===== src/pkg/lp_supervisor_defines.svh =====
/*
 constants for the low-power exit supervisor model: register offsets,
 field positions, reset values and timing counts.
 assumes a 100 mhz aclk and an axi4-lite register bus.
*/
// Function
// on exit from deep sleep three or four with the subsystem clock on the tunable oscillator, the clock is not masked and runs fast for up to 6 us.
// choosing the second crystal oscillator as subsystem clock source avoids the overspeed.
// with the request enable kept set, firmware halts subsystem-clock modules before deep sleep.
// after wake-up firmware waits 32, 48, 64 or 80 cycles per core level before re-enabling sensitive modules.
// with low-side full performance set, the supervisor settling delay is about 2 us.
// with low-side full performance clear, the settling delay is about 150 us.
// raising the core level in full performance lets the delay end before the ramp finishes, and the device resets.
// firmware sets normal mode before raising the core level.
// an interrupt within 1 us of sleep two, three or four entry may leave the device not waking.
// the stuck state clears on external reset, power cycle or power-up clear.
// the failure needs a supervisor control write followed by entry before both settle flags are zero.
// the failure also needs the low side set for fast wake-up or switched off.
// firmware waits for both settle flags to read zero before entering sleep two to four.
// each settle flag sets on a write to its control register and clears when its delay elapses.
`ifndef LP_SUPERVISOR_DEFINES_SVH
`define LP_SUPERVISOR_DEFINES_SVH
`define OFS_LOW_CTL 8'h00
`define OFS_HIGH_CTL 8'h04
`define OFS_FLAGS 8'h08
`define OFS_CLK_CTL 8'h0c
`define OFS_MODE 8'h10
`define OFS_STATUS 8'h14
// low side control bits
`define LOW_EN_BIT 0
`define LOW_FP_BIT 1
`define LOW_MON_EN_BIT 2
`define LOW_MON_FP_BIT 3
`define CORE_LVL_LO 4
`define CORE_LVL_HI 5
// flags bits
`define FLAG_LOW_BIT 0
`define FLAG_HIGH_BIT 1
// clock control bits
`define CLK_SRC_XT2_BIT 0
`define CLK_REQ_EN_BIT 1
// status bits
`define ST_FAST_BIT 0
`define ST_STUCK_BIT 1
`define ST_RESET_BIT 2
`define LOW_CTL_RST 8'h01
`define HIGH_CTL_RST 8'h01
`define CLK_MHZ 100
`define FAST_SETTLE_NS 2000
`define SLOW_SETTLE_NS 150000
`define OVERSPEED_NS 6000
`define WAKE_WINDOW_NS 1000
`define CORE_RAMP_NS 50000
`define NS_TO_CYC(ns) (((ns) * `CLK_MHZ) / 1000)
`endif


===== src/pkg/lp_supervisor_pkg.sv =====
/*
 types for the low-power exit supervisor model.
 assumes the defines header is available.
*/
package lp_supervisor_pkg;
    typedef enum logic [2:0] {MODE_ACTIVE, MODE_LPM0, MODE_LPM1, MODE_SLEEP_TWO,
        MODE_DEEP_THREE, MODE_DEEP_FOUR} power_mode_e;
    typedef logic [17:0] count_t;
endpackage


===== src/rtl/lp_exit_supervisor.sv =====
/*
 power-management hazard model: supervisor settle flags, subsystem clock
 overspeed after deep sleep exit, core raise reset and wake-up lockup.
 assumes an axi4-lite master on aclk; irq_in and puc_in come from pins.
*/
`include "lp_supervisor_defines.svh"
module lp_exit_supervisor #(
    parameter logic [17:0] SLOW_SETTLE_CYC = 18'(`NS_TO_CYC(`SLOW_SETTLE_NS)),
    parameter logic [17:0] CORE_RAMP_CYC = 18'(`NS_TO_CYC(`CORE_RAMP_NS))
) (
    input wire logic aclk,
    input wire logic aresetn,
    input wire logic [7:0] s_axi_awaddr,
    input wire logic s_axi_awvalid,
    output logic s_axi_awready,
    input wire logic [31:0] s_axi_wdata,
    input wire logic [3:0] s_axi_wstrb,
    input wire logic s_axi_wvalid,
    output logic s_axi_wready,
    output logic [1:0] s_axi_bresp,
    output logic s_axi_bvalid,
    input wire logic s_axi_bready,
    input wire logic [7:0] s_axi_araddr,
    input wire logic s_axi_arvalid,
    output logic s_axi_arready,
    output logic [31:0] s_axi_rdata,
    output logic [1:0] s_axi_rresp,
    output logic s_axi_rvalid,
    input wire logic s_axi_rready,
    input wire logic irq_in,
    input wire logic puc_in,
    output logic subsystem_clock_fast,
    output logic cpu_awake,
    output logic wake_stuck,
    output logic device_reset
);
    import lp_supervisor_pkg::*;
    localparam logic [17:0] FAST_CYC = 18'(`NS_TO_CYC(`FAST_SETTLE_NS));
    localparam logic [17:0] OVER_CYC = 18'(`NS_TO_CYC(`OVERSPEED_NS));
    localparam logic [17:0] WAKE_CYC = 18'(`NS_TO_CYC(`WAKE_WINDOW_NS));
    typedef struct packed {
        logic aw_got;
        logic w_got;
        logic [7:0] waddr;
        logic [31:0] wdata;
        logic [3:0] wstrb;
        logic bvalid;
        logic [1:0] bresp;
        logic rvalid;
        logic [31:0] rdata;
        logic [1:0] rresp;
        logic [7:0] low_ctl;
        logic [7:0] high_ctl;
        logic [1:0] clk_ctl;
        power_mode_e mode;
        count_t over_cnt;
        count_t entry_cnt;
        logic hazard;
        count_t ramp_cnt;
        logic stuck;
        logic rst_pulse;
        logic [1:0] irq_sync;
        logic [1:0] puc_sync;
    } st_s;
    st_s s_r, s_nxt;
    logic low_flag, high_flag, low_wr, high_wr, fast_wake;
    logic wr_fire, deep, sleepy;
    logic [7:0] wb;
    always_comb begin
        wr_fire = s_r.aw_got && s_r.w_got && !s_r.bvalid;
        low_wr = wr_fire && s_r.waddr == `OFS_LOW_CTL;
        high_wr = wr_fire && s_r.waddr == `OFS_HIGH_CTL;
    end
    settle_timer #(.FAST_CYC(FAST_CYC), .SLOW_CYC(SLOW_SETTLE_CYC)) u_low (
        .aclk(aclk), .aresetn(aresetn), .start(low_wr),
        .full_perf(s_nxt.low_ctl[`LOW_FP_BIT]), .flag(low_flag));
    settle_timer #(.FAST_CYC(FAST_CYC), .SLOW_CYC(SLOW_SETTLE_CYC)) u_high (
        .aclk(aclk), .aresetn(aresetn), .start(high_wr),
        .full_perf(1'b0), .flag(high_flag));
    always_comb begin
        s_nxt = s_r;
        wb = s_r.wstrb[0] ? s_r.wdata[7:0] : 8'h00;
        deep = 1'b0;
        sleepy = s_r.mode == MODE_SLEEP_TWO || s_r.mode == MODE_DEEP_THREE
            || s_r.mode == MODE_DEEP_FOUR;
        // low side fast wake-up or switched off
        fast_wake = !s_r.low_ctl[`LOW_EN_BIT] || s_r.low_ctl[`LOW_FP_BIT]
            || !s_r.low_ctl[`LOW_MON_EN_BIT] || s_r.low_ctl[`LOW_MON_FP_BIT];
        s_nxt.rst_pulse = 1'b0;
        s_nxt.irq_sync = {s_r.irq_sync[0], irq_in};
        s_nxt.puc_sync = {s_r.puc_sync[0], puc_in};
        if (s_axi_awvalid && !s_r.aw_got) begin
            s_nxt.aw_got = 1'b1;
            s_nxt.waddr = s_axi_awaddr;
        end
        if (s_axi_wvalid && !s_r.w_got) begin
            s_nxt.w_got = 1'b1;
            s_nxt.wdata = s_axi_wdata;
            s_nxt.wstrb = s_axi_wstrb;
        end
        if (wr_fire) begin
            s_nxt.bvalid = 1'b1;
            s_nxt.bresp = 2'b00;
            unique case (s_r.waddr)
                `OFS_LOW_CTL: if (s_r.wstrb[0]) s_nxt.low_ctl = wb;
                `OFS_HIGH_CTL: if (s_r.wstrb[0]) s_nxt.high_ctl = wb;
                `OFS_CLK_CTL: if (s_r.wstrb[0]) s_nxt.clk_ctl = wb[1:0];
                `OFS_MODE: if (s_r.wstrb[0] && !s_r.stuck && wb[2:0] <= 3'd5) begin
                    s_nxt.mode = power_mode_e'(wb[2:0]);
                end
                `OFS_FLAGS, `OFS_STATUS: ;
                default: s_nxt.bresp = 2'b10;
            endcase
            if (s_r.waddr == `OFS_LOW_CTL && s_r.wstrb[0]
                && wb[`CORE_LVL_HI:`CORE_LVL_LO] > s_r.low_ctl[`CORE_LVL_HI:`CORE_LVL_LO]) begin
                s_nxt.ramp_cnt = CORE_RAMP_CYC;
            end
            if (s_r.waddr == `OFS_MODE && s_r.wstrb[0] && !s_r.stuck
                && wb[2:0] >= 3'd3 && wb[2:0] <= 3'd5) begin
                s_nxt.entry_cnt = WAKE_CYC;
                s_nxt.hazard = (low_flag || high_flag || low_wr || high_wr) && fast_wake;
            end
        end
        if (s_r.bvalid && s_axi_bready) begin
            s_nxt.bvalid = 1'b0;
            s_nxt.aw_got = 1'b0;
            s_nxt.w_got = 1'b0;
        end
        if (s_axi_arvalid && !s_r.rvalid) begin
            s_nxt.rvalid = 1'b1;
            s_nxt.rresp = 2'b00;
            unique case (s_axi_araddr)
                `OFS_LOW_CTL: s_nxt.rdata = {24'h0, s_r.low_ctl};
                `OFS_HIGH_CTL: s_nxt.rdata = {24'h0, s_r.high_ctl};
                `OFS_FLAGS: s_nxt.rdata = {30'h0, high_flag, low_flag};
                `OFS_CLK_CTL: s_nxt.rdata = {30'h0, s_r.clk_ctl};
                `OFS_MODE: s_nxt.rdata = {29'h0, s_r.mode};
                `OFS_STATUS: s_nxt.rdata = {29'h0, s_r.rst_pulse, s_r.stuck,
                    s_r.over_cnt != '0};
                default: begin
                    s_nxt.rdata = 32'h0;
                    s_nxt.rresp = 2'b10;
                end
            endcase
        end else if (s_r.rvalid && s_axi_rready) begin
            s_nxt.rvalid = 1'b0;
        end
        if (s_r.entry_cnt != '0) begin
            s_nxt.entry_cnt = s_r.entry_cnt - 18'd1;
        end
        if (s_r.ramp_cnt != '0) begin
            s_nxt.ramp_cnt = s_r.ramp_cnt - 18'd1;
        end
        if (s_r.over_cnt != '0) begin
            s_nxt.over_cnt = s_r.over_cnt - 18'd1;
        end
        // supervisor settle ends mid-ramp in full performance
        if (s_r.ramp_cnt != '0 && s_r.low_ctl[`LOW_FP_BIT] && !low_flag
            && s_r.low_ctl[`LOW_EN_BIT]) begin
            s_nxt.rst_pulse = 1'b1;
            s_nxt.ramp_cnt = '0;
            s_nxt.mode = MODE_ACTIVE;
        end
        if (sleepy && s_r.irq_sync[1] && !s_r.stuck) begin
            if (s_r.entry_cnt != '0 && s_r.hazard) begin
                s_nxt.stuck = 1'b1;
            end else begin
                deep = s_r.mode == MODE_DEEP_THREE || s_r.mode == MODE_DEEP_FOUR;
                s_nxt.mode = MODE_ACTIVE;
                if (deep && !s_r.clk_ctl[`CLK_SRC_XT2_BIT]) begin
                    s_nxt.over_cnt = OVER_CYC;
                end
            end
        end
        if (s_r.puc_sync[1] || s_nxt.rst_pulse) begin
            s_nxt.stuck = 1'b0;
            s_nxt.mode = MODE_ACTIVE;
            s_nxt.hazard = 1'b0;
        end
    end
    always_ff @(posedge aclk) begin
        if (!aresetn) begin
            s_r <= '0;
            s_r.low_ctl <= `LOW_CTL_RST;
            s_r.high_ctl <= `HIGH_CTL_RST;
            s_r.mode <= MODE_ACTIVE;
        end else begin
            s_r <= s_nxt;
        end
    end
    assign s_axi_awready = !s_r.aw_got;
    assign s_axi_wready = !s_r.w_got;
    assign s_axi_bvalid = s_r.bvalid;
    assign s_axi_bresp = s_r.bresp;
    assign s_axi_arready = !s_r.rvalid;
    assign s_axi_rvalid = s_r.rvalid;
    assign s_axi_rdata = s_r.rdata;
    assign s_axi_rresp = s_r.rresp;
    assign subsystem_clock_fast = s_r.over_cnt != '0;
    assign cpu_awake = s_r.mode == MODE_ACTIVE;
    assign wake_stuck = s_r.stuck;
    assign device_reset = s_r.rst_pulse;
endmodule


===== src/rtl/settle_timer.sv =====
/*
 one supervisor settling-delay flag with its countdown.
 assumes start is a one-cycle pulse on aclk.
*/
`include "lp_supervisor_defines.svh"
module settle_timer #(
    parameter logic [17:0] FAST_CYC = 18'd200,
    parameter logic [17:0] SLOW_CYC = 18'd15000
) (
    input wire logic aclk,
    input wire logic aresetn,
    input wire logic start,
    input wire logic full_perf,
    output logic flag
);
    import lp_supervisor_pkg::*;
    typedef struct packed {
        count_t cnt;
        logic flag;
    } st_s;
    st_s s_r, s_nxt;
    always_comb begin
        s_nxt = s_r;
        if (start) begin
            s_nxt.flag = 1'b1;
            s_nxt.cnt = full_perf ? FAST_CYC : SLOW_CYC;
        end else if (s_r.flag) begin
            if (s_r.cnt <= 18'd1) begin
                s_nxt.flag = 1'b0;
                s_nxt.cnt = '0;
            end else begin
                s_nxt.cnt = s_r.cnt - 18'd1;
            end
        end
    end
    always_ff @(posedge aclk) begin
        if (!aresetn) begin
            s_r <= '0;
        end else begin
            s_r <= s_nxt;
        end
    end
    assign flag = s_r.flag;
endmodule


===== config.mk =====
export PLATFORM = sky130hd
export DESIGN_NAME = lp_exit_supervisor
export DESIGN_NICKNAME = d
export VERILOG_FILES = /design/src/pkg/lp_supervisor_pkg.sv /design/src/rtl/lp_exit_supervisor.sv /design/src/rtl/settle_timer.sv
export VERILOG_INCLUDE_DIRS = /design/src /design/src/pkg
export SDC_FILE = /design/constraint.sdc
export NUM_CORES = 1
export LEC_CHECK = 0
export BUFFER_PORTS_ARGS = -buffer_cell sky130_fd_sc_hd__buf_2
export CAP_MARGIN = 20
export CORE_ASPECT_RATIO = 0.5
export CORE_MARGIN = 10
export CORE_UTILIZATION = 40
export CTS_BUF_LIST = sky130_fd_sc_hd__clkbuf_8
export DETAILED_ROUTE_END_ITERATION = 8
export SYNTH_ARGS = -nofsm -noshare
export SYNTH_HDL_FRONTEND = slang
export SYNTH_HIERARCHICAL = 1
export SYNTH_SLANG_ARGS = --single-unit

===== constraint.sdc =====
create_clock -name aclk -period 2.2 [get_ports aclk]
set_input_delay 0 -clock aclk [delete_from_list [all_inputs] [get_ports aclk]]
set_output_delay 0 -clock aclk [all_outputs]
set_load 0.05 [all_outputs]

# --- Word-level counts from Yosys, hierarchy flattened ---
# Index checks and enable logic that the tools add are counted.
op_classes:
  n_addsub: 5
  n_lt_le_gt_ge: 5
  eq_ne: 13
  mux: 35
  bitwise_logic: 1
  n_reduce_logical: 70
op_table:
  columns: ["cell", "count"]
  rows:
  - ["$mux 18", 7]
  - ["$sub 18x1->18 const B", 5]
  - ["$mux 19", 3]
  - ["$reduce_bool 18->1", 3]
  - ["$pmux 8 s6", 1]
  - ["$mux 15", 3]
  - ["$mux 21", 2]
  - ["$mux 37", 1]
  - ["$le 18x1->1 const B", 2]
  - ["$eq 8x4->1 const B", 4]
  - ["$eq 8x5->1 const B", 4]
  - ["$logic_and 1x1->1", 25]
  - ["$mux 8", 3]
  - ["$eq 8x3->1 const B", 2]
  - ["$logic_not 8->1", 2]
  - ["$mux 14", 1]
  - ["$reduce_bool 2->1", 7]
  - ["$mux 2", 6]
  - ["$reduce_or 6->1", 2]
  - ["$logic_or 1x1->1", 10]
  - ["$logic_not 1->1", 9]
  - ["$mux 3", 3]
  - ["$reduce_and 3->1", 3]
  - ["$reduce_and 2->1", 4]
  - ["9 further kinds", 17]
totals:
  reg_bits: 177
  inputBits: 61
  out_inout_bits: 45

# --- Logic depth before layout (Yosys ltp) ---
# Gate-level depths: netlist of the first run.
depth:
  ltp_word: 9
  ltp_mapped: 9

# --- Modules after synthesis ---
# Netlist of the first run, hierarchy kept.
by_module_without_submodules:
  columns: ["module", "n_inst", "cells_per_inst", "area_per_inst_um2", "seq_area_each_um2"]
  rows:
  - ["lp_exit_supervisor", 1, 643, 5496.5, 2262.2]
  - ["settle_timer", 2, 141, 1138.6, 380.4]

# --- Worst setup path after synthesis of the first run ---
# No wires, ideal clock.
synth_path:
  path_kind: "flip-flop to flip-flop"
  startpoint: "register s_r (netlist bit s_axi_bvalid)"
  endpoint: "register u_low/s_r[12] (netlist bit)"
  setup_time_ns: 0.059
  arrival_time_ns: 2.217
  required_ns: 2.141
  path_slack_ns: -0.076
  stages_incl_launch_ff: 7
  path_cell_list: "dfxtp_1 > and4bb_2 > nand4b_1 > mux2_2 > a21oi_1 > o21a_1 > o221a_2"
synth_rtl:
  columns: ["item", "line_no", "rtl"]
  rows:
  - ["start, declared", "lp_exit_supervisor.sv:65", "st_s s_r, s_nxt;"]
  - ["start signal, assigned", "lp_exit_supervisor.sv:188", "s_r <= s_nxt;"]
  - ["end signal, assigned", "settle_timer.sv:40", "s_r <= s_nxt;"]
  - ["end, declared", "settle_timer.sv:21", "st_s s_r, s_nxt;"]

# --- Worst setup path in the final report of the first run ---
layout_path:
  startpoint: "register s_r[25] (netlist bit)"
  endpoint: "register s_r[26] (netlist bit)"
layout_between:
  elab_chain_len: 3
  elab_cells_between_ends: 6
  cone_classes: "1 x add/sub; 1 x mux; 4 x reduce/logical"
layout_lines:
  columns: ["item"]
  rows:
  - ["branches (longest 3 deep; another with $sub 18x1->18)"]
# Several ways; the timed one is not identified.
# A chain may end at the register's enable or synchronous reset.

==> run_results.csv, run 1 <==
group,metric,value,unit
synth,yosysMostFrequentCell,"dfxtp_1",
timing,max_slew_margin,50.1,%
pwr,sw_frac_of_total,38.9,%
clock_tree,tritoncts,"yes",
routing,wl_per_cell,15.0,µm
grt,grt_pass1_wl,32600,µm
synth,synth_cell_types,75,
final_layout,nets,1114,
clock_tree,cts.clk_slew.worst_paths,80,ps
grt,antenna_found_initial,0,
place,pre_cts_slack,30.6,ps
timing,max_clock_freq,0.470,GHz
floorplan,die_area,0.0257,mm²
final_layout,fin_util,49.2,%
floorplan,ios,106,
outcome,status,"complete, no violations",
synth,synth_edf_count,0,
setup_path,r2r_cells,8,
grt,grt_start_max_net_pins,59,
grt,first_global_vias,6622,
place,place.gp.congestion,0.835,
pwr,ir_drop,0.333,mV
synth,synth-seq-cells,151,
setup_path,reg2reg_from,"s_r[25]$_SDFFE_PN0P_",
final_layout,diodes,0,
setup_path,end_kind,"flip-flop",
synth,synth_top_area_share,38.9,%
pwr,pwr-share-comb,39.7,%
min_path,hold_depth,4,
synth,synth.avg_cell_area,8.40,µm²
clock_tree,cts.path.max_buffers,2,
floorplan,fp.dieW,217,µm
timing,worstMarginPinSlew,747,ps
floorplan,start_util,41.5,%
timing,finClkSkew,11.9,ps
timing,setup_ws,72.6,ps
floorplan,die_height,119,µm
clock_tree,clock_sinks,151,
pwr,seqPwrFrac,37.9,%
timing,slew_viol_final,0,
timing,rsz0062_at_grt,"true",
synth,yosysTopAreaCell,"dfxtp_1",
final_layout,drive_above_1_share,18.4,%
clock_tree,cts_inserted_buffers,17,
synth,ys_async_sr_fraction,0,%
min_path,min_path_type,"input pin to flip-flop",
synth,post_synth_main_area_contributors,"dfxtp_1, a21oi_1, nand2_1, nor2_1, buf_4",
floorplan,core_area,0.0187,mm²
routing,via_per_inst,5.34,
synth,synthTopCellsByCount,"dfxtp_1, nand2_1, nor2_1, a21oi_1, nor3_1",
synth,syn_area,0.00777,mm²
routing,ant_nets,0,
pwr,intPower,0.00580,W
pwr,p_switching,0.00369,W
setup_path,crit_required,2580,ps
min_path,min_from,"s_axi_araddr[4]",
synth,yosysWarnings,6,
routing,drt_iter0_markers,536,
pwr,total_power,0.00949,W
routing,vias,7015,
setup_path,startpoint,"s_r[25]$_SDFFE_PN0P_",
final_layout,area_growth_syn_to_layout,18.5,%
grt,overflow,0,
pwr,leakagePower,3.64,nW
clock_tree,clock_latency,450,ps
routing,wl,19800,µm
setup_path,crit_fanout,5,
place,port_buffers,52,
synth,ys.flop_type,"dfxtp_1",
grt,grt_use_total,14.9,%
routing,drt_pass1_iterations,5,
job,cap_viol_max_count,0,
timing,final_hold_viol_count,0,
routing,drc,0,
pwr,p_clk_share,22.4,%
place,dp_hpwl,13700,µm
setup_path,cp.arrival,2500,ps
setup_path,critPathKind,"flip-flop to flip-flop",
floorplan,num_rows,35,
timing,fin_crit,2130,ps
timing,fin_crit_sh,96.7,%
synth,yosysSeqAreaShare,38.9,%
pwr,powerDensity,1030,mW/mm²
final_layout,fillers,1799,
timing,finalSetupViolCount,0,
setup_path,critPathLaunchType,"flip-flop",
clock_tree,cts.root.buffer_cell,"clkbuf_8",
synth,syn_inst,925,
clock_tree,h-tree-depth,4,
-- logic make-up after synthesis --
family | after synthesis | share of synthesized area (%)
fa+ha+maj | 11 | 1.77
xor+xnor | 26 | 2.93
simple gates | 397 | 27.5
other cells | 1 | 0.0482
mux | 30 | 4.39
buf+inv | 99 | 7.07
flops | 151 | 38.9
compound gates | 210 | 17.4
-- per-stage QoR --
step / hold WS (ps) / std cells / cell area (µm²) / TNS (ps)
floorplan: 99.0 / 953 / 7880 / 0
global placement: 194 / 1242 / 8390 / 0
detailed placement: 199 / 1242 / 8390 / 0
CTS: 9.85 / 1309 / 9130 / 0
global route: 31.0 / 1314 / 9220 / -10.1
finish: 28.2 / 1314 / 9220 / 0
-- routing by layer --
layer  part of all wire [%]  global-route usage (%)  wire length [µm]  up-vias
met5                      0                       0                 0        -
met4                   0.93                    4.34               183        0
met3                    4.1                    3.13               801       20
met2                     49                    25.1              9690      168
met1                     46                    18.6              9070     3304
li1                       -                       -                 -     3523
-- worst max-delay path, stage by stage, from the launching register on --
cell and delay, ps:
dfxtp_1 350, inv_1 70, ha_1 180, or4b_4 510, nor3_4 170, buf_4 170, nand2_2 80, or3_1 370
a21oi_2 160
-- final cells by class --
cell class | count | area (µm²) | share of cell area [%]
clock buffers | 17 | 234 | 2.54
clock inverters | 15 | 155 | 1.68
multi-input cells | 703 | 4360 | 47.3
flip-flops and latches | 151 | 3020 | 32.8
well taps | 259 | 324 | 3.52
repair buffers | 137 | 1000 | 10.9
inverters | 32 | 120 | 1.30
-- final timing paths --
check / end / slack (ps)
max: s_r[26]$_SDFFE_PN0P_ / 70
min: s_axi_rdata[0]$_SDFFE_PN0P_ / 30
max reg2reg: s_r[26]$_SDFFE_PN0P_ / 70
min reg2reg: s_r[80]$_SDFFE_PN0P_ / 450
-- state kept, by name, summed over array words and instances (netlist names), 2 cells and up --
name	cells
s_axi_rdata	8
u_high/s_r	18
s_nxt	2
u_low/s_r	18
s_r	97
-- layout by cell type (no fill, tap or decap), drive strengths merged, types with 6 or more instances in the layout --
cell	Yosys	layout
mux2i	24	24
nor3	42	42
a31oi	12	12
a211oi	14	14
nor2	93	93
conb	1	29
inv	30	32
nor2b	7	7
or4	16	16
nand2	101	101
and2	20	20
nand2b	12	12
o221a	6	6
nand3	25	25
o21a	10	10
o31ai	8	8
xor2	6	6
buf	45	102
nand3b	7	7
a21oi	88	88
nand4	18	18
xnor2	20	20
clkbuf	22	17
nor4	18	18
clkinv	2	8
or3	7	7
dlygate4sd3	0	35
dfxtp	151	151
ha	11	11
o21ai	33	33
-- power groups by stage --
stage          sequential [W]  combinational, W  clock, W
3_5_place_dp          0.00362           0.00362         0
5_1_grt               0.00366           0.00420   0.00230
3_3_place_gp          0.00361           0.00356         0
6_report              0.00359           0.00377   0.00212
4_1_cts               0.00356           0.00371   0.00218
2_1_floorplan         0.00353           0.00283         0
-- repair_timing --
item,CTS,global route
endpoints found under the setup margin,2,23
endpoints found under the hold margin,31,0
pin swaps,0,1
hold buffers,35,0
setup buffers,0,5
gates resized for setup,2,12
Note: power is estimated with default switching activity, not from simulation.
==> inputs of run 2 (changes only) <==
--- a/config.mk
+++ b/config.mk
@@ -7,12 +7,15 @@
 export NUM_CORES = 1
 export LEC_CHECK = 0
 export BUFFER_PORTS_ARGS = -buffer_cell sky130_fd_sc_hd__buf_2
-export CAP_MARGIN = 20
+export CELL_PAD_IN_SITES_DETAIL_PLACEMENT = 1
+export CELL_PAD_IN_SITES_GLOBAL_PLACEMENT = 1
 export CORE_ASPECT_RATIO = 0.5
 export CORE_MARGIN = 10
 export CORE_UTILIZATION = 40
 export CTS_BUF_LIST = sky130_fd_sc_hd__clkbuf_8
 export DETAILED_ROUTE_END_ITERATION = 8
+export MAX_ROUTING_LAYER = met4
+export PLACE_DENSITY_LB_ADDON = 0.1
 export SYNTH_ARGS = -nofsm -noshare
 export SYNTH_HDL_FRONTEND = slang
 export SYNTH_HIERARCHICAL = 1
==> run 2 against run 1 <==
Non-clock buffer count grew 28. Via count up 3.3%. Utilization is 2.1 points higher. Final area grew 4.2%. Critical path depth grew 1. Global-route usage is 3.4 points higher. Sequential cell count did not move. Critical path type unchanged.
==> run_results.csv, run 2 (same netlist as run 1, synthesis figures left out) <==
group,metric,value,unit
outcome,status,"complete, no violations",
place,place.gp.congestion,0.846,
routing,ant_nets,0,
grt,grt_use_total,18.2,%
place,port_buffers,52,
setup_path,end_kind,"flip-flop",
final_layout,area_growth_syn_to_layout,23.5,%
timing,max_slew_margin,58.7,%
floorplan,core_area,0.0187,mm²
setup_path,path_cells,"nor4_4 -> buf_4 -> nand3b_1 -> nor3_4 -> buf_6 -> buf_4 -> a21oi_4 -> o21a_1 -> o221a_2",
timing,rsz0062_at_grt,"true",
routing,drc,0,
floorplan,ios,106,
min_path,min_from,"s_axi_araddr[4]",
grt,grt_pass1_wl,38000,µm
timing,slew_viol_final,0,
setup_path,startpoint,"s_r[157]$_SDFFE_PN0P_",
pwr,powerDensity,1030,mW/mm²
final_layout,diodes,0,
setup_path,critPathKind,"flip-flop to flip-flop",
routing,drt_iter0_markers,349,
clock_tree,cts.root.buffer_cell,"clkbuf_8",
final_layout,largest_reg_flops,97,
clock_tree,clock_latency,480,ps
routing,vias,7248,
grt,grt_start_max_net_pins,28,
job,cap_viol_max_count,0,
routing,drt_pass1_iterations,4,
setup_path,crit_required,2570,ps
final_layout,reg_top3,"s_r (97), u_high/s_r (18), u_low/s_r (18)",
clock_tree,cts_inserted_buffers,17,
final_layout,mostFrequentLayoutCells,"dfxtp_1, nand2_1, nor2_1, a21oi_1, buf_4",
setup_path,critPathLaunchType,"flip-flop",
pwr,ir_drop,0.377,mV
routing,wl_per_cell,17.5,µm
setup_path,critical_path.max_stage_delay,360,ps
timing,finalSetupViolCount,0,
grt,overflow,0,
pwr,total_power,0.00989,W
timing,final_hold_viol_count,0,
floorplan,die_height,119,µm
timing,worstMarginPinSlew,619,ps
final_layout,nets,1142,
floorplan,start_util,41.5,%
clock_tree,h-tree-depth,4,
clock_tree,cts.clk_slew.worst_paths,100,ps
setup_path,worst_path_max_delay_cell,"dfxtp_4",
grt,antenna_found_initial,0,
final_layout,final_common_cell,"dfxtp_1",
clock_tree,cts.path.max_buffers,2,
timing,finClkSkew,12.9,ps
clock_tree,tritoncts,"yes",
place,dp_hpwl,16600,µm
timing,max_clock_freq,0.457,GHz
timing,fin_crit,2190,ps
setup_path,crit_fanout,5,
final_layout,top_register,"s_r",
setup_path,cp.arrival,2560,ps
timing,fin_crit_sh,99.4,%
floorplan,num_rows,35,
setup_path,reg2reg_from,"s_r[157]$_SDFFE_PN0P_",
final_layout,drive_above_1_share,21.8,%
floorplan,die_area,0.0257,mm²
min_path,min_path_type,"input pin to flip-flop",
clock_tree,clock_sinks,151,
routing,via_per_inst,5.40,
routing,wl,23400,µm
floorplan,fp.dieW,217,µm
setup_path,crit_top_cell,"buf_4",
grt,first_global_vias,7478,
timing,hold_ws,121,ps
pwr,leakagePower,3.81,nW
-- run 2: cell type report --
cell class,count,area [µm²]
fillers,2257,9140
multi-input cells,703,4490
flip-flops and latches,151,3030
repair buffers,165,1230
well taps,259,324
clock buffers,19,262
clock inverters,13,145
inverters,32,120
-- run 2: what timing repair did --
action	CTS	global route
pin swaps	0	8
hold buffers	36	0
setup buffers	0	7
gates resized for setup	7	41
endpoints found under the setup margin	10	44
gates cloned	0	1
hold endpoints to repair	35	0
-- run 2: final timing paths --
kind | endpoint | slack (ps) | cells after the start
setup / recovery | u_low/s_r[12]$_SDFFE_PN0P_ | 10 | 9
hold / removal | s_axi_rdata[0]$_SDFFE_PN0P_ | 120 | 4
setup reg to reg | u_low/s_r[12]$_SDFFE_PN0P_ | 10 | 9
hold reg to reg | s_r[3]$_SDFF_PN0_ | 440 | 1
-- run 2: power breakdown --
| group | total (W) | switching [W] | internal [W] |
|---|---|---|---|
| Clock | 0.00226 | 0.00119 | 0.00108 |
| Sequential | 0.00360 | 0.000457 | 0.00315 |
| Combinational | 0.00403 | 0.00225 | 0.00178 |
| Total | 0.00989 | 0.00389 | 0.00600 |
-- run 2: routing by layer --
| metal | track usage [%] | part of all wire (%) | up-vias | wire (µm) |
|---|---|---|---|---|
| li1 | - | - | 3565 | - |
| met1 | 21.0 | 46 | 3572 | 10700 |
| met2 | 31.2 | 50 | 82 | 11800 |
| met3 | 3.23 | 2.4 | 29 | 568 |
| met4 | 6.43 | 1.6 | 0 | 377 |
| met5 | - | 0 | - | 0 |
-- run 2: per-stage QoR --
stage	TNS [ps]	cell area [µm²]	std cells	worst slack [ps]	utilization [%]
finish	0	9600	1342	12.4	51.2
global route	-645	9600	1342	-138	51.2
CTS	0	9350	1334	10.9	49.9
detailed placement	-221	8570	1266	-53.3	45.7
global placement	0	8570	1266	12.0	45.7
floorplan	0	7880	953	71.7	-
-- run 2: critical path, delay by kind of cell, from the launching register on --
kind,cells,cell delay (ps)
AO/OA/AOI/OAI,3,480
buffers and inverters,3,460
AND/OR/NAND/NOR,3,770
flip-flops,1,360
==> inputs of run 3 (changes only) <==
--- a/config.mk
+++ b/config.mk
@@ -15,7 +15,7 @@
 export CTS_BUF_LIST = sky130_fd_sc_hd__clkbuf_8
 export DETAILED_ROUTE_END_ITERATION = 8
 export MAX_ROUTING_LAYER = met4
-export PLACE_DENSITY_LB_ADDON = 0.1
+export PLACE_DENSITY_LB_ADDON = 0.05
 export SYNTH_ARGS = -nofsm -noshare
 export SYNTH_HDL_FRONTEND = slang
 export SYNTH_HIERARCHICAL = 1
==> run 3 against run 2 <==
Die area did not move. Largest cell class unchanged. Critical endpoint unchanged. Global-route usage down 0.36 points. Setup slack gained 34 ps. Sequential power about the same. Largest power group unchanged. Clock skew is essentially flat. Worst hold slack lost 51 ps.
==> run_results.csv, run 3 (same netlist as run 1, synthesis figures left out) <==
group,metric,value,unit
setup_path,critical_path.max_stage_delay,360,ps
clock_tree,clock_latency,470,ps
routing,wl_per_cell,17.0,µm
routing,drt_iter0_markers,281,
setup_path,path_cells,"nor4_4 -> buf_4 -> nand3b_1 -> nor3_2 -> buf_6 -> nor2_1 -> a21oi_1 -> buf_4 -> o221a_2",
grt,grt_pass1_wl,37400,µm
setup_path,startpoint,"s_r[157]$_SDFFE_PN0P_",
floorplan,core_area,0.0187,mm²
outcome,status,"complete, no violations",
final_layout,fillers,2331,
final_layout,reg_top3,"s_r (97), u_high/s_r (18), u_low/s_r (18)",
timing,fin_crit,2150,ps
routing,drt_pass1_iterations,4,
final_layout,area_growth_syn_to_layout,21.4,%
clock_tree,h-tree-depth,4,
timing,tns,0,ps
floorplan,start_util,41.5,%
clock_tree,cts.path.max_buffers,2,
final_layout,mostFrequentLayoutCells,"dfxtp_1, nand2_1, nor2_1, a21oi_1, buf_4",
setup_path,crit_required,2620,ps
timing,hold_ws,70.4,ps
floorplan,num_rows,35,
pwr,ir_drop,0.422,mV
final_layout,final_common_cell,"dfxtp_1",
routing,via_per_inst,5.38,
setup_path,critPathKind,"flip-flop to flip-flop",
routing,wl,22700,µm
final_layout,drive_above_1_share,20.8,%
timing,fin_crit_sh,97.9,%
routing,vias,7187,
min_path,min_from,"s_axi_araddr[4]",
setup_path,worst_path_max_delay_cell,"dfxtp_4",
timing,final_hold_viol_count,0,
floorplan,ios,106,
setup_path,crit_top_cell,"buf_4",
clock_tree,cts.clk_slew.worst_paths,90,ps
timing,worstMarginPinSlew,652,ps
timing,max_clock_freq,0.464,GHz
place,pre_cts_slack,15.2,ps
grt,grt_use_total,17.9,%
floorplan,die_height,119,µm
final_layout,fin_util,50.4,%
clock_tree,clock_sinks,151,
timing,setup_ws,46.2,ps
timing,rsz0062_at_grt,"true",
timing,finClkSkew,13.2,ps
pwr,powerDensity,1050,mW/mm²
timing,slew_viol_final,0,
clock_tree,tritoncts,"yes",
routing,drc,0,
grt,grt_start_max_net_pins,59,
clock_tree,cts_inserted_buffers,17,
setup_path,critPathLaunchType,"flip-flop",
timing,finalSetupViolCount,0,
place,port_buffers,52,
final_layout,diodes,0,
setup_path,cp.arrival,2570,ps
timing,max_slew_margin,56.5,%
job,cap_viol_max_count,0,
setup_path,crit_fanout,8,
setup_path,reg2reg_from,"s_r[157]$_SDFFE_PN0P_",
final_layout,nets,1135,
setup_path,end_kind,"flip-flop",
final_layout,top_register,"s_r",
floorplan,die_area,0.0257,mm²
clock_tree,cts.root.buffer_cell,"clkbuf_8",
grt,antenna_found_initial,0,
pwr,leakagePower,3.76,nW
min_path,min_path_type,"input pin to flip-flop",
place,dp_hpwl,15900,µm
grt,overflow,0,
final_layout,largest_reg_flops,97,
floorplan,fp.dieW,217,µm
place,place.gp.congestion,0.841,
grt,first_global_vias,7440,
routing,ant_nets,0,
==> run 3: cell count changes in the layout (fill, tap and decap cells not counted), sizes merged <==
cell / delta
inv: -5
clkinvlp: -1
clkdlybuf4s15: +1
clkinv: +4
dlygate4sd3: -3
clkbuf: +2
buf: -5
==> run 3: worst paths after layout <==
path	to	slack (ps)	cells after the start
worst max-delay path	u_low/s_r[12]$_SDFFE_PN0P_	50	9
worst min register to register	s_r[1]$_SDFF_PN0_	440	1
worst min-delay path	s_axi_rdata[0]$_SDFFE_PN0P_	70	4
worst max register to register	u_low/s_r[12]$_SDFFE_PN0P_	50	9
==> run 3: per-stage QoR <==
| step | area, µm² | total power (W) | std cells |
|---|---|---|---|
| 2_1_floorplan | 7880 | 0.00636 | 953 |
| 3_3_place_gp | 8510 | 0.00735 | 1260 |
| 3_5_place_dp | 8510 | 0.00748 | 1260 |
| 4_1_cts | 9260 | 0.00985 | 1325 |
| 5_1_grt | 9440 | 0.0106 | 1335 |
| 6_report | 9440 | 0.00987 | 1335 |
==> run 3: layer usage <==
| metal | part of all wire, % | wire length (µm) | global-route usage [%] |
|---|---|---|---|
| met1 | 46 | 10500 | 20.4 |
| met2 | 51 | 11500 | 30.9 |
| met3 | 2.1 | 485 | 4.18 |
| met4 | 0.85 | 193 | 4.52 |
| met5 | 0 | 0 | - |
==> run 3: critical path, delay by kind of cell (launching register included) <==
family                 cells  cell delay (ps)
AO/OA/AOI/OAI              2              380
flip-flops                 1              360
buffers and inverters      3              520
AND/OR/NAND/NOR            4              830
==> run 3: where the power goes <==
part	leakage, nW	internal, W	switching (W)
sequential	1.23	0.00315	0.000442
combinational	2.33	0.00176	0.00225
clock	0.200	0.00113	0.00114
==> run 3: layout make-up <==
cell class                 instances  area, µm²  area share [%]
clock buffer                      21        289            3.06
tap                              259        324            3.43
inverter                          32        120            1.27
timing repair buffer             158       1160            12.2
clock inverter                    11        123            1.30
multi-input combinational        703       4400            46.6
sequential                       151       3030            32.1
==> run 3: timing repair <==
| item | CTS | global route |
|---|---|---|
| hold endpoints to repair | 35 | 0 |
| setup buffers | 0 | 9 |
| pin swaps | 1 | 4 |
| endpoints found under the setup margin | 6 | 50 |
| gates resized for setup | 4 | 23 |
| hold buffers | 33 | 0 |
| gates cloned | 0 | 1 |
